--- config.mk ---
export PLATFORM = sky130hd
export DESIGN_NAME = lcd_host_port
export DESIGN_NICKNAME = d
export VERILOG_FILES = /design/src/rtl/lcd_port_pkg.sv /design/src/rtl/ram_port_if.sv /design/src/rtl/text_ram.sv /design/src/rtl/exec_timer.sv /design/src/rtl/lcd_host_port.sv
export SDC_FILE = /design/constraint.sdc
export NUM_CORES = 2
export LEC_CHECK = 0
export BUFFER_PORTS_ARGS = -buffer_cell sky130_fd_sc_hd__buf_2
export CORE_AREA = 2 2 536 538
export DETAILED_ROUTE_END_ITERATION = 12
export DIE_AREA = 0 0 538 540
export PLACE_DENSITY = 0.44
export SYNTH_ARGS = -nofsm -noshare
export SYNTH_HDL_FRONTEND = slang
export SYNTH_HIERARCHICAL = 1
export SYNTH_SLANG_ARGS = --single-unit
--- constraint.sdc ---
create_clock -name pclk -period 4.5 [get_ports pclk]
set_input_delay 0.9 -clock pclk [delete_from_list [all_inputs] [get_ports pclk]]
set_output_delay 0.9 -clock pclk [all_outputs]
set_load 0.05 [all_outputs]
--- src/rtl/lcd_port_pkg.sv ---
// Constants and types shared by the display host port modules
package lcd_port_pkg;

  // Clock and timing
  localparam int CLK_PERIOD_NS = 100;
  localparam int PCLK_KHZ = 10000;
  localparam int NOMINAL_OSC_KHZ = 270;
  localparam int EXEC_TIME_NS = 37000;
  localparam int PTR_UPDATE_NS = 5500;
  // Oscillator ticks in one nominal instruction, rounded up
  localparam int EXEC_OSC_TICKS =
    (EXEC_TIME_NS * NOMINAL_OSC_KHZ + 999999) / 1000000;
  // Delay from busy release to the pointer step, rounded up
  localparam int PTR_UPDATE_CYCLES =
    (PTR_UPDATE_NS + CLK_PERIOD_NS - 1) / CLK_PERIOD_NS;
  // Clock cycles per oscillator tick at nominal frequency
  localparam logic [15:0] OSC_DIV_RESET =
    16'(PCLK_KHZ / NOMINAL_OSC_KHZ);

  // Register byte offsets
  localparam logic [11:0] CTRL_OFFSET = 12'h000;
  localparam logic [11:0] OSC_DIV_OFFSET = 12'h004;
  localparam logic [11:0] STATUS_OFFSET = 12'h008;

  // Field positions
  localparam int CTRL_LOW_POWER_BIT = 0;
  localparam int STAT_BUSY_BIT = 0;
  localparam int STAT_WIDTH_BIT = 1;
  localparam int STAT_PHASE_BIT = 2;
  localparam int STAT_UP_BIT = 3;
  localparam int STAT_STEP_BIT = 4;
  localparam int STAT_ONE_LINE_BIT = 5;
  localparam int STAT_PTR_LSB = 8;

  // Reset values
  localparam logic BUS_WIDTH_RESET = 1'b1;
  localparam logic LOW_POWER_RESET = 1'b0;
  localparam logic DIR_UP_RESET = 1'b1;
  localparam logic ONE_LINE_RESET = 1'b1;
  localparam logic [6:0] PTR_RESET = 7'h00;

  // Instruction decode positions
  localparam int INS_DDADDR_BIT = 7;
  localparam int INS_CGADDR_BIT = 6;
  localparam int INS_FUNC_BIT = 5;
  localparam int INS_ENTRY_BIT = 2;
  localparam int FUNC_WIDTH_BIT = 4;
  localparam int FUNC_N_BIT = 3;
  localparam int ENTRY_ID_BIT = 1;

  typedef enum logic [1:0] {
    OP_INSTR_WRITE,
    OP_DATA_WRITE,
    OP_DATA_READ,
    OP_NONE
  } op_type;

endpackage

--- src/rtl/ram_port_if.sv ---
// Port between the host port and its text and glyph memory
`timescale 1ns/10ps
`default_nettype none
interface ram_port_if #(parameter int AW = 8);
  logic [AW-1:0] addr;
  logic [7:0] wdata;
  logic we;
  logic [7:0] rdata;
  modport ctrl (output addr, output wdata, output we, input rdata);
  modport mem (input addr, input wdata, input we, output rdata);
endinterface
`default_nettype wire

--- src/rtl/text_ram.sv ---
// Text and glyph memory with registered read data
`timescale 1ns/10ps
`default_nettype none
module text_ram #(
  parameter int AW = 8
) (
  input wire logic pclk,
  ram_port_if.mem port
);
  logic [7:0] mem [0:(1<<AW)-1];

  always_ff @(posedge pclk) begin
    if (port.we) begin
      mem[port.addr] <= port.wdata;
    end
    port.rdata <= mem[port.addr];
  end
endmodule
`default_nettype wire

--- src/rtl/exec_timer.sv ---
// Instruction execution timer counted in oscillator ticks
`timescale 1ns/10ps
`default_nettype none
module exec_timer
  import lcd_port_pkg::*;
(
  input wire logic pclk,
  input wire logic presetn,
  input wire logic start,
  input wire logic [15:0] osc_div,
  input wire logic low_power,
  input wire logic one_line,
  output logic busy_reg
);
  logic [15:0] div_reg;
  logic [7:0] tick_reg;
  logic [7:0] target;
  logic osc_tick;

  assign osc_tick = (div_reg == 16'h0000);

  // Four times for one line, twice otherwise, in low power
  always_comb begin
    target = 8'(EXEC_OSC_TICKS);
    if (low_power) begin
      target = one_line ? 8'(EXEC_OSC_TICKS * 4) :
               8'(EXEC_OSC_TICKS * 2);
    end
  end

  // Oscillator emulation: one tick every osc_div clocks
  always_ff @(posedge pclk or negedge presetn) begin
    if (!presetn) begin
      div_reg <= 16'h0000;
    end else if (start || osc_tick) begin
      div_reg <= (osc_div == 16'h0000) ? 16'h0000 : osc_div - 16'h0001;
    end else begin
      div_reg <= div_reg - 16'h0001;
    end
  end

  always_ff @(posedge pclk or negedge presetn) begin
    if (!presetn) begin
      busy_reg <= 1'b0;
      tick_reg <= 8'h00;
    end else if (start) begin
      busy_reg <= 1'b1;
      tick_reg <= 8'h00;
    end else if (busy_reg && osc_tick) begin
      tick_reg <= tick_reg + 8'h01;
      if (tick_reg + 8'h01 >= target) begin
        busy_reg <= 1'b0;
      end
    end
  end
endmodule
`default_nettype wire

--- src/rtl/lcd_host_port.sv ---
// Display controller host port: strobed bus, pointer, width, timing
// Function
// - Data access steps pointer by one, per direction
// - Pointer steps 5.5 us after busy clears
// - Execution time scales with oscillator frequency
// - Low power, slave pin low only: four times one-line, else twice
// - Four-bit mode: two nibbles make one operation
// - Function set chooses eight or four bit width
// - Reset selects eight bit width
//
// The implementer's own choices: the APB interface to the registers and the placing of the registers.
`timescale 1ns/10ps
`default_nettype none
module lcd_host_port
  import lcd_port_pkg::*;
#(
  parameter int AW = 8
) (
  input wire logic pclk,
  input wire logic presetn,
  input wire logic psel,
  input wire logic penable,
  input wire logic pwrite,
  input wire logic [11:0] paddr,
  input wire logic [31:0] pwdata,
  output logic [31:0] prdata,
  output logic pready,
  output logic pslverr,
  input wire logic enable_strobe,
  input wire logic reg_select,
  input wire logic read_not_write,
  input wire logic [7:0] bus_in,
  output logic [7:0] bus_out,
  output logic bus_oe,
  input wire logic slave_driver_output_pin
);
  ram_port_if #(.AW(AW)) ram_port ();

  // Pin synchronisers
  logic e_s1, e_s2, e_s3;
  logic rs_s1, rs_s2;
  logic rw_s1, rw_s2;
  logic slave_pin_s1, slave_pin_s2;
  logic [7:0] db_s1, db_s2;

  // Control state
  logic bus_width_select;
  logic one_line_reg;
  logic dir_up_reg;
  logic low_power_select;
  logic [15:0] osc_div_reg;
  logic [6:0] ram_pointer;
  logic glyph_sel_reg;
  logic nibble_phase_reg;
  logic [3:0] high_nibble_reg;
  logic rs_reg;
  logic rw_reg;
  logic [7:0] read_byte_reg;
  logic step_pending_reg;
  logic [7:0] step_count_reg;
  logic busy_indicator;

  // Decoded strobe events
  logic e_rise;
  logic e_fall;
  logic byte_done;
  logic [7:0] full_byte;
  logic start_exec;
  op_type op;
  logic low_power_active;
  logic apb_access;

  always_ff @(posedge pclk or negedge presetn) begin
    if (!presetn) begin
      e_s1 <= 1'b0;
      e_s2 <= 1'b0;
      e_s3 <= 1'b0;
      rs_s1 <= 1'b0;
      rs_s2 <= 1'b0;
      rw_s1 <= 1'b0;
      rw_s2 <= 1'b0;
      slave_pin_s1 <= 1'b0;
      slave_pin_s2 <= 1'b0;
      db_s1 <= 8'h00;
      db_s2 <= 8'h00;
    end else begin
      e_s1 <= enable_strobe;
      e_s2 <= e_s1;
      e_s3 <= e_s2;
      rs_s1 <= reg_select;
      rs_s2 <= rs_s1;
      rw_s1 <= read_not_write;
      rw_s2 <= rw_s1;
      slave_pin_s1 <= slave_driver_output_pin;
      slave_pin_s2 <= slave_pin_s1;
      db_s1 <= bus_in;
      db_s2 <= db_s1;
    end
  end

  assign e_rise = e_s2 && !e_s3;
  assign e_fall = !e_s2 && e_s3;

  // Eight-bit mode completes on each strobe, four-bit on the second
  assign byte_done = e_fall && (bus_width_select || nibble_phase_reg);
  assign full_byte = bus_width_select ? db_s2 :
                     {high_nibble_reg, db_s2[7:4]};

  // Status reads never execute; other accesses are ignored while busy
  always_comb begin
    op = OP_NONE;
    if (byte_done && !busy_indicator) begin
      if (!rs_reg && !rw_reg) begin
        op = OP_INSTR_WRITE;
      end else if (rs_reg && !rw_reg) begin
        op = OP_DATA_WRITE;
      end else if (rs_reg && rw_reg) begin
        op = OP_DATA_READ;
      end
    end
  end

  assign start_exec = (op != OP_NONE);
  assign low_power_active = low_power_select && !slave_pin_s2;

  // Register select and direction are held from the rising strobe
  always_ff @(posedge pclk or negedge presetn) begin
    if (!presetn) begin
      rs_reg <= 1'b0;
      rw_reg <= 1'b0;
      read_byte_reg <= 8'h00;
    end else if (e_rise) begin
      rs_reg <= rs_s2;
      rw_reg <= rw_s2;
      if (!(nibble_phase_reg && !bus_width_select)) begin
        read_byte_reg <= rs_s2 ? ram_port.rdata :
                         {busy_indicator, ram_pointer};
      end
    end
  end

  // Nibble phase toggles on every strobe in four-bit mode
  always_ff @(posedge pclk or negedge presetn) begin
    if (!presetn) begin
      nibble_phase_reg <= 1'b0;
      high_nibble_reg <= 4'h0;
    end else if (e_fall) begin
      if (bus_width_select) begin
        nibble_phase_reg <= 1'b0;
      end else begin
        nibble_phase_reg <= !nibble_phase_reg;
        if (!nibble_phase_reg) begin
          high_nibble_reg <= db_s2[7:4];
        end
      end
    end
  end

  // Read data driven while the strobe is high and direction is read
  always_ff @(posedge pclk or negedge presetn) begin
    if (!presetn) begin
      bus_out <= 8'h00;
      bus_oe <= 1'b0;
    end else begin
      bus_oe <= e_s2 && rw_s2;
      if (bus_width_select) begin
        bus_out <= read_byte_reg;
      end else if (nibble_phase_reg) begin
        bus_out <= {read_byte_reg[3:0], 4'h0};
      end else begin
        bus_out <= {read_byte_reg[7:4], 4'h0};
      end
    end
  end

  // Function set, entry mode and address instructions
  always_ff @(posedge pclk or negedge presetn) begin
    if (!presetn) begin
      bus_width_select <= BUS_WIDTH_RESET;
      one_line_reg <= ONE_LINE_RESET;
      dir_up_reg <= DIR_UP_RESET;
    end else if (op == OP_INSTR_WRITE) begin
      if (full_byte[INS_DDADDR_BIT] || full_byte[INS_CGADDR_BIT]) begin
        bus_width_select <= bus_width_select;
      end else if (full_byte[INS_FUNC_BIT]) begin
        bus_width_select <= full_byte[FUNC_WIDTH_BIT];
        one_line_reg <= !full_byte[FUNC_N_BIT];
      end else if (full_byte[INS_ENTRY_BIT]) begin
        dir_up_reg <= full_byte[ENTRY_ID_BIT];
      end
    end
  end

  // Pointer load, and the delayed step after data accesses
  // A data access taken before a pending step lands restarts the delay,
  // so the host must wait for the step before the next access
  always_ff @(posedge pclk or negedge presetn) begin
    if (!presetn) begin
      ram_pointer <= PTR_RESET;
      glyph_sel_reg <= 1'b0;
      step_pending_reg <= 1'b0;
      step_count_reg <= 8'h00;
    end else if (op == OP_INSTR_WRITE && full_byte[INS_DDADDR_BIT]) begin
      ram_pointer <= full_byte[6:0];
      glyph_sel_reg <= 1'b0;
      step_pending_reg <= 1'b0;
    end else if (op == OP_INSTR_WRITE && full_byte[INS_CGADDR_BIT]) begin
      ram_pointer <= {1'b0, full_byte[5:0]};
      glyph_sel_reg <= 1'b1;
      step_pending_reg <= 1'b0;
    end else if (op == OP_DATA_WRITE || op == OP_DATA_READ) begin
      step_pending_reg <= 1'b1;
      step_count_reg <= 8'h00;
    end else if (step_pending_reg && !busy_indicator) begin
      if (step_count_reg == 8'(PTR_UPDATE_CYCLES - 1)) begin
        step_pending_reg <= 1'b0;
        ram_pointer <= dir_up_reg ? ram_pointer + 7'h01 :
                       ram_pointer - 7'h01;
      end else begin
        step_count_reg <= step_count_reg + 8'h01;
      end
    end
  end

  // Memory port
  assign ram_port.addr = AW'({glyph_sel_reg, ram_pointer});
  assign ram_port.wdata = full_byte;
  assign ram_port.we = (op == OP_DATA_WRITE);

  // Glyph select is the top address bit of the shared memory
  text_ram #(.AW(AW)) ram_inst (
    .pclk(pclk),
    .port(ram_port.mem)
  );

  // One timer paces every accepted operation
  exec_timer timer_inst (
    .pclk(pclk),
    .presetn(presetn),
    .start(start_exec),
    .osc_div(osc_div_reg),
    .low_power(low_power_active),
    .one_line(one_line_reg),
    .busy_reg(busy_indicator)
  );

  // APB slave with one wait state
  assign apb_access = psel && penable && pready;

  always_ff @(posedge pclk or negedge presetn) begin
    if (!presetn) begin
      pready <= 1'b0;
    end else begin
      pready <= psel && penable && !pready;
    end
  end

  always_ff @(posedge pclk or negedge presetn) begin
    if (!presetn) begin
      low_power_select <= LOW_POWER_RESET;
      osc_div_reg <= OSC_DIV_RESET;
    end else if (apb_access && pwrite) begin
      if (paddr == CTRL_OFFSET) begin
        low_power_select <= pwdata[CTRL_LOW_POWER_BIT];
      end else if (paddr == OSC_DIV_OFFSET) begin
        osc_div_reg <= pwdata[15:0];
      end
    end
  end

  // Read data loads on the same edge that raises pready and then holds
  always_ff @(posedge pclk or negedge presetn) begin
    if (!presetn) begin
      prdata <= 32'h00000000;
      pslverr <= 1'b0;
    end else if (psel && penable && !pready) begin
      prdata <= 32'h00000000;
      pslverr <= 1'b0;
      if (paddr == CTRL_OFFSET) begin
        prdata[CTRL_LOW_POWER_BIT] <= low_power_select;
      end else if (paddr == OSC_DIV_OFFSET) begin
        prdata[15:0] <= osc_div_reg;
      end else if (paddr == STATUS_OFFSET) begin
        prdata[STAT_BUSY_BIT] <= busy_indicator;
        prdata[STAT_WIDTH_BIT] <= bus_width_select;
        prdata[STAT_PHASE_BIT] <= nibble_phase_reg;
        prdata[STAT_UP_BIT] <= dir_up_reg;
        prdata[STAT_STEP_BIT] <= step_pending_reg;
        prdata[STAT_ONE_LINE_BIT] <= one_line_reg;
        prdata[STAT_PTR_LSB +: 8] <= {glyph_sel_reg, ram_pointer};
      end else begin
        pslverr <= 1'b1;
      end
    end else begin
      pslverr <= 1'b0;
    end
  end
endmodule
`default_nettype wire

==> summary.txt <==
Final layout
  • Final design utilization: 0.3514
  • Nets: 4718
  • Number of flip-flops in the largest register: 2048
  • Most common cell after layout, fill and taps aside: edfxtp_1
  • Largest Register: ram_inst/mem
  • Commonest non-fill, non-tap cells in the layout: edfxtp_1, mux4_2, buf_4
  • Area Overhead vs Synth: 17.61%
  • Share of cells above drive strength 1: 0.2869

Clock network
  • CTS max path bufs: 3
  • Clk slew on worst S/H paths: around 0.06 ns
  • CTS tree: yes
  • H-tree depth: 4
  • Root buf cell: clkbuf_16
  • Clk sinks: 2185
  • Post-CTS Setup Bufs: 0
  • Hold buffers post-CTS: 0
  • Clock latency on the worst-skew pair: ~0.90 ns
  • CTS buffer count: 231
  • Post-CTS Resized: 0

Timing
  • Peak Freq: 260.2 MHz
  • Final Max Tran Viols: 0
  • Fin. Hold Viols: 0
  • Slew headroom: 0.2257
  • Min cycle time layout: roughly 3.8 ns
  • Setup TNS Final: 0 ns
  • RSZ-0062 raised after global routing: false
  • Post-Route Skew: 0.07905 ns
  • Setup violators final: 0
  • Worst hold slack: between 0.1 and 0.15 ns
  • Worst setup margin: 0.6564 ns
  • Period utilization: 0.8541
  • Least-Margin Pin Slew: 1.161 ns

Logic synthesis
  • Seq cells post-synth: 2185
  • Syn Std Cell Area: ~85000 um2
  • Post-synth ARST share: 0.05904
  • Synth Area per Inst: 20.46 um2
  • YS warnings: 6
  • Post-synthesis cell type count: 74
  • Post-Syn Instances: 4154
  • Seq/Total Area, Yosys: 0.7634
  • Post-synth top flop: edfxtp_1
  • EDFF count, synth: 2048

Critical path
  • Crit path required time: 5.23 ns
  • Crit Path Class: flop to flop
  • Crit path capture type: flop
  • CP startpoint kind: flop
  • Critical Path AT: 4.57 ns
  • Worst-path maximum fanout: 19

Global routing
  • Vias in the first global route: between 40000 and 50000
  • Grt total ovfl: 0
  • GRT Total Usage: 0.1570
  • Pin count of the biggest net entering global routing: about 140
  • Initial antenna violation count: 12
  • Global-route wire length before repair: 329500 um

Detailed routing
  • DR vias: 42428
  • Antenna violation net count after detailed routing: 0
  • Routed wire length: 229600 um
  • Detailed Route Iter0 Violations: between 3000 and 4000
  • Avg Vias per Cell: around 4.9
  • DRC Markers: 0
  • Drt wl/cell: 26.72 um
  • Iteration count of the initial detailed-routing pass: 5

Die
  • I/O pin count: 104
  • Die area: 290500 um2
  • DIE WIDTH: 538 um
  • Starting Density: 0.2988
  • Site Rows: approximately 200
  • Die Span Y: 540 um
  • Core area: roughly 280000 um2

Power and ir drop
  • Final Power: 43420 uW
  • Leakage: 0.03143 uW
  • Maximum VDD drop: about 0.48 mV
  • Pwr Density: 434.4 nW/um2

Placed design
  • Routability congestion estimate: 0.8135
  • PortBufs: 71
  • Setup WS pre-CTS: 0.7230 ns
  • DP HPWL: 139700 um

Run
  • Max-cap violation count: 0

Status
  • Status: finished, final reports clean

Min path
  • Min-delay worst type: input pin to flop
final timing paths:
| check | start | endpoint | slack [ns] | depth (start not counted) |
|---|---|---|---|---|
| setup reg to reg | ram_pointer[0]$_DFFE_PN0P_ | ram_inst/port.rdata[7]$_DFF_P_ | 0.66 | 8 |
| hold / removal | bus_in[2] | db_s1[2]$_DFF_PN0_ | 0.11 | 1 |
| hold reg to reg | db_s1[6]$_DFF_PN0_ | db_s2[6]$_DFF_PN0_ | 0.33 | 0 |
| max in group asynchronous | presetn | prdata[10]$_DFFE_PN0P_ | 3.47 | 2 |
| min in group asynchronous | presetn | osc_div_reg[10]$_DFFE_PN0P_ | 0.16 | 1 |
| setup / recovery | ram_pointer[0]$_DFFE_PN0P_ | ram_inst/port.rdata[7]$_DFF_P_ | 0.66 | 8 |
worst max-delay path, stage by stage, from the launching register on:
cell	delay, ns
dfrtp_4	0.82
buf_12	0.30
buf_4	0.37
mux4_2	0.57
a22oi_1	0.35
a21oi_1	0.12
o41ai_1	0.68
buf_4	0.30
nand4_1	0.09
cell usage after synthesis (8+ instances only):
| cell type | number | area, um2 |
|---|---|---|
| dfxtp_1 | 8 | 160.2 |
| a21oi_1 | 150 | 750.7 |
| xor2_1 | 30 | 262.8 |
| mux2_2 | 24 | 270.3 |
| dfrtp_1 | 123 | 3078 |
| clkbuf_1 | 154 | 578.1 |
| ha_1 | 23 | 287.8 |
| mux4_2 | 512 | 11530 |
| buf_6 | 18 | 202.7 |
| buf_2 | 38 | 190.2 |
| edfxtp_1 | 2048 | 61500 |
| nor2_1 | 271 | 1017 |
| buf_1 | 21 | 78.83 |
| nand3_1 | 35 | 175.2 |
| nor4_1 | 8 | 50.05 |
| nor3_1 | 38 | 190.2 |
| o21ai_0 | 21 | 105.1 |
| nor2b_1 | 17 | 106.4 |
| nand4_1 | 12 | 75.07 |
| nand2_1 | 91 | 341.6 |
| mux2i_1 | 11 | 110.1 |
| and2_1 | 11 | 68.82 |
| a22oi_1 | 269 | 2019 |
| mux2_1 | 11 | 123.9 |
| o41ai_1 | 32 | 280.3 |
| buf_4 | 37 | 277.8 |
| nand2b_1 | 14 | 87.58 |
| o22ai_1 | 8 | 50.05 |
| inv_1 | 22 | 82.58 |
| xnor2_1 | 11 | 96.34 |
stage by stage:
stage | area (um2) | cells
5_1_grt | 99970 | 8594
3_5_place_dp | 92690 | 8162
3_3_place_gp | 92690 | 8162
2_1_floorplan | 85060 | 4169
4_1_cts | 99960 | 8589
6_report | 99970 | 8595
layer usage:
layer | vias up | track usage | part of all wire
met3 | 304 | 0.02414 | 0.046
met4 | 0 | 0.03918 | 0.023
met5 | - | 0 | 0
met1 | 22923 | 0.2240 | 0.45
li1 | 18194 | - | -
met2 | 1007 | 0.2507 | 0.48
power breakdown:
group / switching, uW / internal, uW
Clock: 8060 / 10400
Sequential: 138 / 23100
Combinational: 1420 / 305
area by class of cell:
type                    instances  area, um2
diodes                          6      15.01
clock buffers                 303       6143
clock inverters               124       1125
fillers                     26644     184500
inverters                      22      90.09
multi-input cells            1694      18940
flip-flops and latches       2185      64900
well taps                    3762       4707
repair buffers                499       4050
kinds of logic after synthesis:
group | synth area share
muxes | 0.1418
and+or+nand+nor | 0.02829
adders and majority gates | 0.003621
xor gates and xnor gates | 0.004224
buffers and inverters | 0.01659
AOI/OAI and AO/OA | 0.04205
other | 0.00004411
DFF | 0.7634
No activity file was read; power rests on OpenSTA's default activity.
